## src/hw/uart_defines.svh

```systemverilog
`ifndef UART_DEFINES_SVH
`define UART_DEFINES_SVH

// ****************************************************************
// Register offsets on the three-bit host address.
// ****************************************************************
`define OFS_HOLD 3'h0
`define OFS_INT_EN 3'h1
`define OFS_INT_ID 3'h2
`define OFS_LINE_CTRL 3'h3
`define OFS_MODEM_CTRL 3'h4
`define OFS_LINE_STAT 3'h5
`define OFS_MODEM_STAT 3'h6
`define OFS_SCRATCH 3'h7

// ****************************************************************
// Reset values.
// ****************************************************************
`define DIV_RESET 16'h0001
`define CNT_RESET 16'h0001

// ****************************************************************
// Line control fields; bits 1:0 hold the word length minus five.
// ****************************************************************
`define LC_STOP 2
`define LC_PAR_EN 3
`define LC_PAR_EVEN 4
`define LC_PAR_STICK 5
`define LC_BREAK 6
`define LC_DIV_ACC 7

// ****************************************************************
// Modem control fields and interrupt enable fields.
// ****************************************************************
`define MC_DTR 0
`define MC_RTS 1
`define MC_AUX1 2
`define MC_AUX2 3
`define MC_LOOP 4
`define IE_RX 0
`define IE_TX 1
`define IE_LINE 2
`define IE_MODEM 3

// ****************************************************************
// Interrupt identification codes, highest priority first.
// ****************************************************************
`define IID_LINE 4'h6
`define IID_RX 4'h4
`define IID_TX 4'h2
`define IID_MODEM 4'h0
`define IID_NONE 4'h1

// ****************************************************************
// Sixteenth-of-a-bit timing.
// ****************************************************************
`define SUB_MID 4'h7
`define SUB_LAST 4'hf
`define PHASE_LAST 4'hf
`define LIM_BIT 5'h0f
`define LIM_STOP15 5'h17
`define LIM_STOP2 5'h1f
`define WLEN_BASE 3'h4

`endif

```

## src/hw/uart_pkg.sv

```systemverilog
package uart_pkg;

  // ****************************************************************
  // Host request and modem line carriers.
  // ****************************************************************
  typedef struct packed {
    logic cs;
    logic rd;
    logic wr;
    logic [2:0] addr;
    logic [7:0] wdata;
  } host_req_t;

  // Modem inputs as they arrive on the pins, all active low.
  typedef struct packed {
    logic clear_to_send_in;
    logic data_set_ready_in;
    logic incoming_call_signal;
    logic carrier_detect_in;
  } modem_in_t;

  // Modem outputs, active low.
  typedef struct packed {
    logic request_to_send_out;
    logic terminal_ready_out;
  } modem_out_t;

  // ****************************************************************
  // State machines and module state.
  // ****************************************************************
  typedef enum logic [2:0] {TX_IDLE, TX_START, TX_DATA, TX_PAR, TX_STOP} tx_state_t;
  typedef enum logic [2:0] {RX_IDLE, RX_START, RX_DATA, RX_PAR, RX_STOP} rx_state_t;

  typedef struct packed {
    logic [15:0] cnt;
    logic [3:0] phase;
  } baud_state_t;

  typedef struct packed {
    logic [1:0] rx_s;
    logic [3:0] m_s1;
    logic [3:0] m_s2;
    logic [3:0] m_prev;
    logic [3:0] delta;
    logic [15:0] div;
    logic [7:0] lcr;
    logic [4:0] mcr;
    logic [3:0] ier;
    logic [7:0] scr;
    logic [7:0] rdata;
    logic rd_valid;
    logic [7:0] thr;
    logic thr_full;
    logic thre_int;
    logic [7:0] tsr;
    tx_state_t tx_st;
    logic [4:0] tx_sub;
    logic [2:0] tx_cnt;
    logic tx_par;
    logic txd;
    rx_state_t rx_st;
    logic [3:0] rx_sub;
    logic [2:0] rx_cnt;
    logic [7:0] rsr;
    logic rx_pbit;
    logic [7:0] rbr;
    logic dr;
    logic oe;
    logic pe;
    logic fe;
    logic bi;
  } core_state_t;

endpackage

```

## src/hw/async_serial_uart_core.sv

```systemverilog
// Function
// - One clock, rising edge, serial and modem pins synchronised.
// - Control registers change only through host port.
// - Baud divider divides clock by divisor.
// - Sixteen sub-ticks make one bit clock.
// - Reset loads divisor with one.
// - Word length five to eight bits.
// - Even, odd or no parity.
// - One, one and half, two stops.
// - Flag overrun, framing, parity, break.
// - Received character goes to holding register.
// - False start bit returns to idle.
// - Transmit frames held character with stops.
// - Four separately enabled interrupt sources.
// - One interrupt line, priority code readable.
// - Interrupt on empty, data, error, modem.
// - Active-low modem handshake lines.
// - Loopback routes outputs back to inputs.
// - Split buses with drive disable output.
// - Single read, write, chip select.
// - Address used directly, no strobe.
// - Read data holds until next read.
module async_serial_uart_core (
  input wire logic mclk,
  input wire logic arst_n,
  input wire uart_pkg::host_req_t host_req,
  output logic [7:0] rdata,
  output logic bus_drive_disable,
  output logic irq,
  input wire logic serial_in,
  output logic serial_out,
  output logic baud_out,
  input wire uart_pkg::modem_in_t modem_in,
  output uart_pkg::modem_out_t modem_out
);
  import uart_pkg::*;
  `include "uart_defines.svh"

  // ****************************************************************
  // State and shared strobes.
  // ****************************************************************

  // The whole state of the core and its next value.
  core_state_t s_r;
  core_state_t s_nxt;
  // Sixteen-times enable and bit-rate strobe from the divider.
  logic tick16;
  logic bit_tick;
  // Host decode.
  logic wr_en;
  logic rd_en;
  logic dlab;
  // Modem status after the loopback mux, active high.
  logic [3:0] m_now;
  // Receive line after the loopback mux.
  logic rx_line;
  // Interrupt source requests and the resolved code.
  logic int_line;
  logic int_rx;
  logic int_tx;
  logic int_modem;
  logic [3:0] iid;
  // Last data bit index, transmit end-of-bit limit and flags.
  logic [2:0] wlast;
  logic [4:0] tx_lim;
  logic tx_end;
  logic rx_end;
  logic temt;
  logic [7:0] rx_word;
  logic rx_pexp;
  logic [7:0] rd_val;

  // ****************************************************************
  // Baud rate generator.
  // ****************************************************************

  // A zero divisor needs no care from the host; the divider runs it as one.
  baud_gen u_baud (
    .mclk(mclk),
    .arst_n(arst_n),
    .divisor(s_r.div),
    .tick16(tick16),
    .bit_tick(bit_tick),
    .baud_out(baud_out)
  );

  // ****************************************************************
  // Outputs and decode, all from flops or plain gates.
  // ****************************************************************

  // Chip select qualifies both strobes; the address is used as it stands.
  assign wr_en = host_req.cs & host_req.wr;
  assign rd_en = host_req.cs & host_req.rd;
  assign dlab = s_r.lcr[`LC_DIV_ACC];
  // Read data stays until another read replaces it.
  assign rdata = s_r.rdata;
  // External drivers may drive only in the cycle that shows read data.
  assign bus_drive_disable = ~s_r.rd_valid;
  // Loopback parks the line high; break forces it low.
  assign serial_out = ~s_r.lcr[`LC_BREAK] & (s_r.mcr[`MC_LOOP] | s_r.txd);
  // Handshake outputs are active low and go inactive in loopback.
  assign modem_out.request_to_send_out = s_r.mcr[`MC_LOOP] | ~s_r.mcr[`MC_RTS];
  assign modem_out.terminal_ready_out = s_r.mcr[`MC_LOOP] | ~s_r.mcr[`MC_DTR];

  // Loopback feeds control outputs back as status: cts, dsr, ri, dcd.
  assign m_now = s_r.mcr[`MC_LOOP] ? {s_r.mcr[`MC_AUX2], s_r.mcr[`MC_AUX1],
                                      s_r.mcr[`MC_DTR], s_r.mcr[`MC_RTS]}
                                   : s_r.m_s2;
  assign rx_line = s_r.mcr[`MC_LOOP] ? s_r.txd : s_r.rx_s[1];

  // Word length code zero means five bits, so the last index is four.
  assign wlast = `WLEN_BASE + {1'b0, s_r.lcr[1:0]};
  // One and a half stops apply only to five-bit words.
  always_comb begin
    tx_lim = `LIM_BIT;
    if (s_r.tx_st == TX_STOP && s_r.lcr[`LC_STOP]) begin
      tx_lim = (s_r.lcr[1:0] == 2'h0) ? `LIM_STOP15 : `LIM_STOP2;
    end
  end
  assign tx_end = tick16 && (s_r.tx_sub == tx_lim);
  assign rx_end = tick16 && (s_r.rx_sub == `SUB_LAST);
  assign temt = ~s_r.thr_full & (s_r.tx_st == TX_IDLE);
  // Received bits enter at the top, so short words need aligning down.
  assign rx_word = s_r.rsr >> (2'h3 - s_r.lcr[1:0]);
  // Stick parity forces the bit; else even takes the plain XOR.
  assign rx_pexp = s_r.lcr[`LC_PAR_STICK] ? ~s_r.lcr[`LC_PAR_EVEN]
                 : (s_r.lcr[`LC_PAR_EVEN] ? ^rx_word : ~^rx_word);

  // ****************************************************************
  // Interrupt priority.
  // ****************************************************************

  // Each source has its own enable bit.
  assign int_line = s_r.ier[`IE_LINE] & (s_r.oe | s_r.pe | s_r.fe | s_r.bi);
  assign int_rx = s_r.ier[`IE_RX] & s_r.dr;
  assign int_tx = s_r.ier[`IE_TX] & s_r.thre_int;
  assign int_modem = s_r.ier[`IE_MODEM] & (|s_r.delta);

  // Line errors outrank data, data outranks empty, empty outranks modem.
  always_comb begin
    if (int_line) begin
      iid = `IID_LINE;
    end else if (int_rx) begin
      iid = `IID_RX;
    end else if (int_tx) begin
      iid = `IID_TX;
    end else if (int_modem) begin
      iid = `IID_MODEM;
    end else begin
      iid = `IID_NONE;
    end
  end
  assign irq = ~iid[0];

  // ****************************************************************
  // Read multiplexer.
  // ****************************************************************

  // The divisor latch bit swaps the first two offsets to the divisor.
  always_comb begin
    unique case (host_req.addr)
      `OFS_HOLD: rd_val = dlab ? s_r.div[7:0] : s_r.rbr;
      `OFS_INT_EN: rd_val = dlab ? s_r.div[15:8] : {4'h0, s_r.ier};
      `OFS_INT_ID: rd_val = {4'h0, iid};
      `OFS_LINE_CTRL: rd_val = s_r.lcr;
      `OFS_MODEM_CTRL: rd_val = {3'h0, s_r.mcr};
      `OFS_LINE_STAT: rd_val = {1'b0, temt, ~s_r.thr_full, s_r.bi,
                                s_r.fe, s_r.pe, s_r.oe, s_r.dr};
      `OFS_MODEM_STAT: rd_val = {m_now, s_r.delta};
      `OFS_SCRATCH: rd_val = s_r.scr;
    endcase
  end

  // ****************************************************************
  // Next-state logic. Read clears come first so later sets win.
  // ****************************************************************
  always_comb begin
    s_nxt = s_r;

    // Two flops on every serial and modem pin before any logic looks at it.
    s_nxt.rx_s = {s_r.rx_s[0], serial_in};
    s_nxt.m_s1 = ~{modem_in.carrier_detect_in, modem_in.incoming_call_signal,
                   modem_in.data_set_ready_in, modem_in.clear_to_send_in};
    s_nxt.m_s2 = s_r.m_s1;
    s_nxt.m_prev = m_now;

    // Host read and its side effects.
    s_nxt.rd_valid = rd_en;
    if (rd_en) begin
      s_nxt.rdata = rd_val;
      unique case (host_req.addr)
        `OFS_HOLD: begin
          if (!dlab) begin
            s_nxt.dr = 1'b0;
          end
        end
        `OFS_INT_ID: begin
          // Reading the code clears an empty interrupt it names.
          if (iid == `IID_TX) begin
            s_nxt.thre_int = 1'b0;
          end
        end
        `OFS_LINE_STAT: begin
          s_nxt.oe = 1'b0;
          s_nxt.pe = 1'b0;
          s_nxt.fe = 1'b0;
          s_nxt.bi = 1'b0;
        end
        `OFS_MODEM_STAT: s_nxt.delta = 4'h0;
        default: begin
        end
      endcase
    end

    // Modem deltas; ring reports only its trailing edge.
    s_nxt.delta = s_nxt.delta | {m_now[3] ^ s_r.m_prev[3], ~m_now[2] & s_r.m_prev[2],
                                 m_now[1:0] ^ s_r.m_prev[1:0]};

    // Transmitter. Starts wait for the bit clock to stay in step.
    unique case (s_r.tx_st)
      TX_IDLE: begin
        if (bit_tick && s_r.thr_full) begin
          s_nxt.tsr = s_r.thr;
          s_nxt.thr_full = 1'b0;
          s_nxt.thre_int = 1'b1;
          s_nxt.tx_par = ^(s_r.thr & ~(8'hfe << wlast));
          s_nxt.tx_st = TX_START;
          s_nxt.txd = 1'b0;
          s_nxt.tx_sub = 5'h00;
        end
      end
      TX_START: begin
        if (tx_end) begin
          s_nxt.tx_st = TX_DATA;
          s_nxt.txd = s_r.tsr[0];
          s_nxt.tx_cnt = 3'h0;
        end
      end
      TX_DATA: begin
        if (tx_end) begin
          if (s_r.tx_cnt != wlast) begin
            s_nxt.tsr = s_r.tsr >> 1;
            s_nxt.txd = s_r.tsr[1];
            s_nxt.tx_cnt = s_r.tx_cnt + 3'h1;
          end else if (s_r.lcr[`LC_PAR_EN]) begin
            s_nxt.tx_st = TX_PAR;
            s_nxt.txd = s_r.lcr[`LC_PAR_STICK] ? ~s_r.lcr[`LC_PAR_EVEN]
                      : (s_r.lcr[`LC_PAR_EVEN] ? s_r.tx_par : ~s_r.tx_par);
          end else begin
            s_nxt.tx_st = TX_STOP;
            s_nxt.txd = 1'b1;
          end
        end
      end
      TX_PAR: begin
        if (tx_end) begin
          s_nxt.tx_st = TX_STOP;
          s_nxt.txd = 1'b1;
        end
      end
      TX_STOP: begin
        if (tx_end) begin
          s_nxt.tx_st = TX_IDLE;
        end
      end
    endcase
    if (s_r.tx_st != TX_IDLE && tick16) begin
      // The counter wraps to zero at each bit end: sixteen ticks, or 24 or 32 for long stops.
      s_nxt.tx_sub = tx_end ? 5'h00 : s_r.tx_sub + 5'h01;
    end

    // Receiver, timed in sixteenths of a bit.
    unique case (s_r.rx_st)
      RX_IDLE: begin
        if (!rx_line) begin
          s_nxt.rx_st = RX_START;
          s_nxt.rx_sub = 4'h0;
        end
      end
      RX_START: begin
        if (tick16) begin
          s_nxt.rx_sub = s_r.rx_sub + 4'h1;
          if (s_r.rx_sub == `SUB_MID) begin
            if (rx_line) begin
              s_nxt.rx_st = RX_IDLE;
            end else begin
              s_nxt.rx_st = RX_DATA;
              s_nxt.rx_sub = 4'h0;
              s_nxt.rx_cnt = 3'h0;
            end
          end
        end
      end
      RX_DATA: begin
        if (tick16) begin
          s_nxt.rx_sub = s_r.rx_sub + 4'h1;
        end
        if (rx_end) begin
          // Sixteen ticks after mid-start is mid-bit.
          s_nxt.rsr = {rx_line, s_r.rsr[7:1]};
          s_nxt.rx_cnt = s_r.rx_cnt + 3'h1;
          if (s_r.rx_cnt == wlast) begin
            s_nxt.rx_st = s_r.lcr[`LC_PAR_EN] ? RX_PAR : RX_STOP;
          end
        end
      end
      RX_PAR: begin
        if (tick16) begin
          s_nxt.rx_sub = s_r.rx_sub + 4'h1;
        end
        if (rx_end) begin
          s_nxt.rx_pbit = rx_line;
          s_nxt.rx_st = RX_STOP;
        end
      end
      RX_STOP: begin
        if (tick16) begin
          s_nxt.rx_sub = s_r.rx_sub + 4'h1;
        end
        if (rx_end) begin
          // Only the first stop bit is checked, as a receiver should.
          s_nxt.rbr = rx_word;
          s_nxt.dr = 1'b1;
          s_nxt.oe = s_nxt.oe | (s_r.dr & ~(rd_en && !dlab &&
                     host_req.addr == `OFS_HOLD));
          s_nxt.pe = s_nxt.pe | (s_r.lcr[`LC_PAR_EN] & (s_r.rx_pbit ^ rx_pexp));
          s_nxt.fe = s_nxt.fe | ~rx_line;
          s_nxt.bi = s_nxt.bi | (~rx_line & (rx_word == 8'h00) &
                     ~(s_r.lcr[`LC_PAR_EN] & s_r.rx_pbit));
          s_nxt.rx_st = RX_IDLE;
        end
      end
    endcase

    // Host writes; the only path into the control, divisor and scratch registers.
    if (wr_en) begin
      unique case (host_req.addr)
        `OFS_HOLD: begin
          if (dlab) begin
            s_nxt.div[7:0] = host_req.wdata;
          end else begin
            // A write in the load cycle refills the holding register.
            s_nxt.thr = host_req.wdata;
            s_nxt.thr_full = 1'b1;
            s_nxt.thre_int = 1'b0;
          end
        end
        `OFS_INT_EN: begin
          if (dlab) begin
            s_nxt.div[15:8] = host_req.wdata;
          end else begin
            s_nxt.ier = host_req.wdata[3:0];
            // Enabling the empty source while empty raises it at once.
            if (host_req.wdata[`IE_TX] && !s_r.ier[`IE_TX] && !s_r.thr_full) begin
              s_nxt.thre_int = 1'b1;
            end
          end
        end
        `OFS_LINE_CTRL: s_nxt.lcr = host_req.wdata;
        `OFS_MODEM_CTRL: s_nxt.mcr = host_req.wdata[4:0];
        `OFS_SCRATCH: s_nxt.scr = host_req.wdata;
        default: begin
        end
      endcase
    end
  end

  // ****************************************************************
  // State register, rising edge of the single clock.
  // ****************************************************************
  always_ff @(posedge mclk or negedge arst_n) begin
    if (!arst_n) begin
      s_r <= '0;
      s_r.div <= `DIV_RESET;
      s_r.rx_s <= '1;
      s_r.txd <= 1'b1;
    end else begin
      s_r <= s_nxt;
    end
  end

endmodule

```

## src/hw/baud_gen.sv

```systemverilog
module baud_gen (
  input wire logic mclk,
  input wire logic arst_n,
  input wire logic [15:0] divisor,
  output logic tick16,
  output logic bit_tick,
  output logic baud_out
);
  import uart_pkg::*;
  `include "uart_defines.svh"

  // Current and next state of the divider chain.
  baud_state_t s_r;
  baud_state_t s_nxt;

  // A divisor of one gives a tick every clock; zero acts the same as one.
  assign tick16 = (s_r.cnt <= `CNT_RESET);
  // The bit strobe falls on the last of sixteen sub-ticks.
  assign bit_tick = tick16 && (s_r.phase == `PHASE_LAST);
  // Square bit-rate clock taken straight from the phase flop.
  assign baud_out = ~s_r.phase[3];

  // ****************************************************************
  // Programmable divider followed by the fixed divide by sixteen.
  // ****************************************************************
  always_comb begin
    s_nxt = s_r;
    if (tick16) begin
      // Reload on the tick so that a new divisor acts at a clean edge.
      s_nxt.cnt = divisor;
      s_nxt.phase = s_r.phase + 4'h1;
    end else begin
      s_nxt.cnt = s_r.cnt - 16'h0001;
    end
  end

  // State register.
  always_ff @(posedge mclk or negedge arst_n) begin
    if (!arst_n) begin
      s_r <= '0;
      s_r.cnt <= `CNT_RESET;
    end else begin
      s_r <= s_nxt;
    end
  end

endmodule

```

## config.mk

```make
export PLATFORM = sky130hd
export DESIGN_NAME = async_serial_uart_core
export DESIGN_NICKNAME = d
export VERILOG_FILES = /design/src/hw/uart_pkg.sv /design/src/hw/async_serial_uart_core.sv /design/src/hw/baud_gen.sv
export VERILOG_INCLUDE_DIRS = /design/src /design/src/hw
export SDC_FILE = /design/constraint.sdc
export NUM_CORES = 1
export LEC_CHECK = 0
export BUFFER_PORTS_ARGS = -buffer_cell sky130_fd_sc_hd__buf_2
export CORE_ASPECT_RATIO = 0.8
export CORE_MARGIN = 2
export CORE_UTILIZATION = 56
export DETAILED_ROUTE_END_ITERATION = 10
export GPL_TIMING_DRIVEN = 0
export PLACE_DENSITY = 0.8
export SYNTH_ARGS = -nofsm -noshare
export SYNTH_HDL_FRONTEND = slang
export SYNTH_SLANG_ARGS = --single-unit
```

## constraint.sdc

```tcl
create_clock -name mclk -period 5 [get_ports mclk]
set_clock_uncertainty 0.15 [all_clocks]
set_input_delay 0 -clock mclk [delete_from_list [all_inputs] [get_ports mclk]]
set_output_delay 0 -clock mclk [all_outputs]
set_load 0.05 [all_outputs]
```

### Yosys cells after proc, flatten, opt, wreduce, memory -nomap -nowiden

Cells that the tools add are included.

* $add $sub $neg: 8
* order comparisons: 1
* equality and inequality tests: 37
* shifts and indexed selects: 2
* muxes and demuxes: 70
* bitwise gates (word level): 45
* reductions and logical operators: 48

Operators with widths (number)
* case mux 8 bit (8 select lines): 1
* two-way mux 3 bit: 12
* two-way mux 5 bit: 7
* case mux 7 bit (5 select lines): 1
* two-way mux 4 bit: 7
* inequality test 2 bit, second input constant: 14
* two-way mux 8 bit: 3
* two-way mux 11 bit: 2
* two-way mux 1 bit: 20
* two-way mux 10 bit: 2
* equality test 3 x 2 -> 1 bit, second input constant: 6
* equality test 3 bit, second input constant: 6
* two-way mux 18 bit: 1
* AND reduction 2 bit: 9
* less-or-equal comparator 16 x 1 -> 1 bit, second input constant: 1
* two-way mux 16 bit: 1
* case mux 8 bit (2 select lines): 1
* XOR reduction 8 bit: 2
* subtractor 16 x 1 -> 16 bit, second input constant: 1
* case mux 3 bit (5 select lines): 1
* AND 1 bit: 14
* two-way mux 7 bit: 2
* inverter 1 bit: 14
* case mux 3 bit (2 select lines): 2
* 40 further kinds: 81

* register bits after elaboration: 151
* input port bits: 21
* output and inout port bits: 14

### Depth between registers and ports, before layout

* word-level depth: 16
* gate-level depth with buffers: 11
* depth with buffers taken out: 9

### By module

Synthesis repeated with hierarchy kept, for this count alone.

* cell total of the unflattened synthesis: 766
* area, all modules: 7880.1 µm²

Modules (own cells, without submodules)
* async_serial_uart_core: instances 1, cells each 654, area each 6825.3 µm², seq. area each 3283.1 µm²
* baud_gen: instances 1, cells each 112, area each 1054.8 µm², seq. area each 501.7 µm²

### Least setup slack after synthesis

Ideal clock, no wire load.

* path kind: reg2reg
* from: register s_r[89] in the netlist's numbering
* to: register s_r[2] in the netlist's numbering
* setup time: 0.095 ns
* data arrival time: 2.232 ns
* slack: 2.523 ns
* stages on the path, launching flop included: 11
* path buffers: 2
* period minus slack after synthesis: 2.477 ns
* cell sequence: dfrtp_1 buf_2 buf_1 mux2_2 mux2i_1 ha_1 xnor2_1 xnor2_1 nor2_1 xnor2_1 o31ai_1

RTL lines
* start, declared: RTL line async_serial_uart_core.sv:44 `core_state_t s_r;`
* start signal, assigned: RTL line async_serial_uart_core.sv:378 `s_r <= s_nxt;`

==> impl_metrics.json <==
{
  "clkTransAtPathRegs_ns": 0.07,
  "ys_top_cells_by_count": "146 x dfrtp_1, 89 x nand2_1, 80 x mux2_2",
  "cp-end-kind": "register",
  "insertion_delay_ns": 0.43,
  "finalSetupViolations": 0,
  "worst-path-buf-inv": 2,
  "maxCapViolCount": 0,
  "cts_buffers": 17,
  "synth_edf_count": 0,
  "dieArea_um2": 14900,
  "routedWlPerCell_um": 20.6,
  "met1Wirelength_um": 9150,
  "wl_met2_um": 9400,
  "worst_slew_margin_rel_pct": 35.6,
  "period_minus_slack_ns": 3.00,
  "cp.depth": 10,
  "outcome": "finished clean",
  "totalWireLength_um": 20600,
  "met3WireLength_um": 1860,
  "layout.cells.non_filler": 1002,
  "ys_seq_area_share_pct": 48.4,
  "grt.total_usage_pct": 29.3,
  "multiInputGateArea_um2": 3730,
  "cts_buffer_depth": 2,
  "start_util_pct": 57.5,
  "crit_arrival_ns": 3.19,
  "dieWidth_um": 136,
  "grt_max_degree": 107,
  "yosysWarnings": 0,
  "dr.pass1.iters": 5,
  "htreeDepth": 4,
  "whs_ns": 0.0311,
  "antenna_cells": 0,
  "clock_sinks": 151,
  "synthTopCellsByArea": "dfrtp_1 47%, mux2_2 12%, nand2_1 4.3%",
  "antenna_found_initial": 0,
  "r2r_start": "s_r[89]",
  "synth_ff_type": "dfrtp_1",
  "dp.cells": 951,
  "timing.final.ws_setup_ns": 2.00,
  "syn_area_um2": 7820,
  "grt_pass1_wl_um": 32600,
  "ys_async_sr_fraction_pct": 100,
  "place_hpwl_um": 14600,
  "io_pins": 35,
  "syn_avg_cell_area_um2": 10.6,
  "drive_gt1_share_pct": 23.5,
  "grt_overflow": 0,
  "setup_tns_ns": 0,
  "ys_types": 68,
  "portBuffers": 34,
  "r2r_end": "s_r[2]",
  "yosys.area.top_type": "dfrtp_1",
  "ys_seq_elements": 151,
  "row_count": 38,
  "leakagePower_nw": 3.97,
  "report.final.slew_viol_count": 0,
  "tightest_slew_ns": 0.958,
  "path_max_fanout": 10,
  "path_cells": "buf_2, buf_1, mux2_2, mux2i_1, ha_1, xnor2_1, xnor2_1, nor2_1, xnor2_1, o31ai_1",
  "final_nets": 841,
  "endpoint": "s_r[2]",
  "r2r_slack_ns": 2.00,
  "peakVddDrop_v": 0.000437,
  "fmax_ghz": 0.334,
  "drt_iter0_markers": 746,
  "powerDensity_nw_per_um2": 428,
  "rsz0062_at_grt": "false",
  "regArea_um2": 3780,
  "vias": 6182,
  "reg2regPathDepth": 10,
  "cts_resized": 0,
  "drc_errors": 0,
  "fillers": 1045,
  "ant_nets": 0,
  "cp-start-kind": "register",
  "cpMaxStageDelayCell": "buf_1",
  "cpMostUsedCell": "xnor2_1",
  "dp_slack_ns": 2.04,
  "critPathKind": "register to register",
  "cts_tree": "done",
  "syn_inst": 736,
  "cp-startpoint": "s_r[89]",
  "grt_pass1_vias": 5887,
  "gp_congestion": 1.03,
  "maxUsedRoutingLayer": "met4",
  "synth_top_area_share_pct": 46.7,
  "clockRootBuffer": "clkbuf_16",
  "slowest_delay_ns": 0.49,
  "core_um2": 13600,
  "post-synth-top-count-cell": "dfrtp_1",
  "dieHeight_um": 110,
  "min_period_over_period_pct": 59.9,
  "critPathTopFamily": "buffers and inverters",
  "syn_to_final_growth_pct": 15.9,
  "hp-class": "input pin to register",
  "syn_nets": 768,
  "crit_required_ns": 5.19,
  "vias_per_cell": 6.17,
  "timing_hold_violations_final": 0
}
==> through the flow <==
| stage | util [%] | area, µm² | total power (W) |
|---|---|---|---|
| 2_1_floorplan | - | 7820 | 0.00227 |
| 3_3_place_gp | 60.4 | 8220 | 0.00250 |
| 3_5_place_dp | 60.7 | 8250 | 0.00255 |
| 4_1_cts | 66.7 | 9070 | 0.00389 |
| 5_1_grt | 66.7 | 9070 | 0.00406 |
| 6_report | 66.7 | 9070 | 0.00388 |
==> flip-flops by register name, indices dropped and copies added, names as in the netlist <==
name,flops
u_baud.s_r,20
s_r,117
s_nxt,5
rdata,8
dlab,1
==> where the power goes <==
part | switching, W | internal (W) | total, W
registers | 0.000202 | 0.00144 | 0.00164
clock network | 0.000565 | 0.000755 | 0.00132
logic | 0.000527 | 0.000397 | 0.000924
==> cells in the final DEF (no fill, tap or decap), drive strengths merged, types with 5 or more instances in the layout <==
master and count:
mux2 82, buf 62, clkbuf 36, nor2 28
o211ai 7, mux2i 19, inv 29, nor2b 10
a21oi 13, nor3b 7, ha 11, dfrtp 146
nand2b 11, nor4 5, dfstp 5, nand3 20
and3 6, a22o 12, dlygate4sd3 18, or3 9
nor3 9, a31oi 10, o21ai 61, nand4 11
nand2 89, o31ai 7, xor2 11, xnor2 25
==> layout make-up <==
cell class	instances	share of cell area, %
buffer	45	2.50
clock buffer	17	4.69
clock inverter	15	2.01
inverter	22	0.911
multi-input combinational	518	41.1
sequential	151	41.7
tap	180	2.48
timing repair buffer	54	4.54
==> logic make-up (layout without fill, tap and decap cells) <==
kind of cell | after synthesis | in the layout | share of synthesized area, %
AO/OA/AOI/OAI | 154 | 154 | 13.6
XOR/XNOR | 36 | 36 | 4.03
adder cells (fa/ha/maj) | 11 | 11 | 1.76
buffers and inverters | 67 | 153 | 3.95
flip-flops | 151 | 151 | 48.4
multiplexers | 102 | 102 | 14.5
AND/OR/NAND/NOR | 215 | 215 | 13.8
==> worst register-to-register path: stages (launching register included) <==
cell and delay, ns:
dfrtp_1 0.31, buf_2 0.24, buf_1 0.49, mux2_2 0.41, mux2i_1 0.23, ha_1 0.29, xnor2_1 0.21, xnor2_1 0.17
nor2_1 0.07, xnor2_1 0.13, o31ai_1 0.19
==> metal layers <==
metal | vias to the layer above | GRT usage [%]
li1 | 2790 | -
met1 | 3110 | 41.6
met2 | 261 | 44.1
met3 | 21 | 9.41
met4 | 0 | 6.62
met5 | - | 0
==> how the worst min path moves through the flow <==
stage	from	to	slack, ns	cells past startpoint
2_1_floorplan	arst_n	dlab	-0.45	0
3_3_place_gp	serial_in	s_nxt[130]	-0.04	1
3_5_place_dp	arst_n	u_baud.s_r[6]	-0.19	1
4_1_cts	host_req[10]	s_r[85]	0.02	5
5_1_grt	serial_in	s_nxt[130]	0.06	2
6_report	host_req[10]	rdata[3]	0.03	5
==> what timing repair did <==
item | CTS | global route
hold endpoints to repair | 206 | 0
hold buffers | 19 | 0
buffers inserted | 0 | 0
Power figures use the tool's default switching activity.
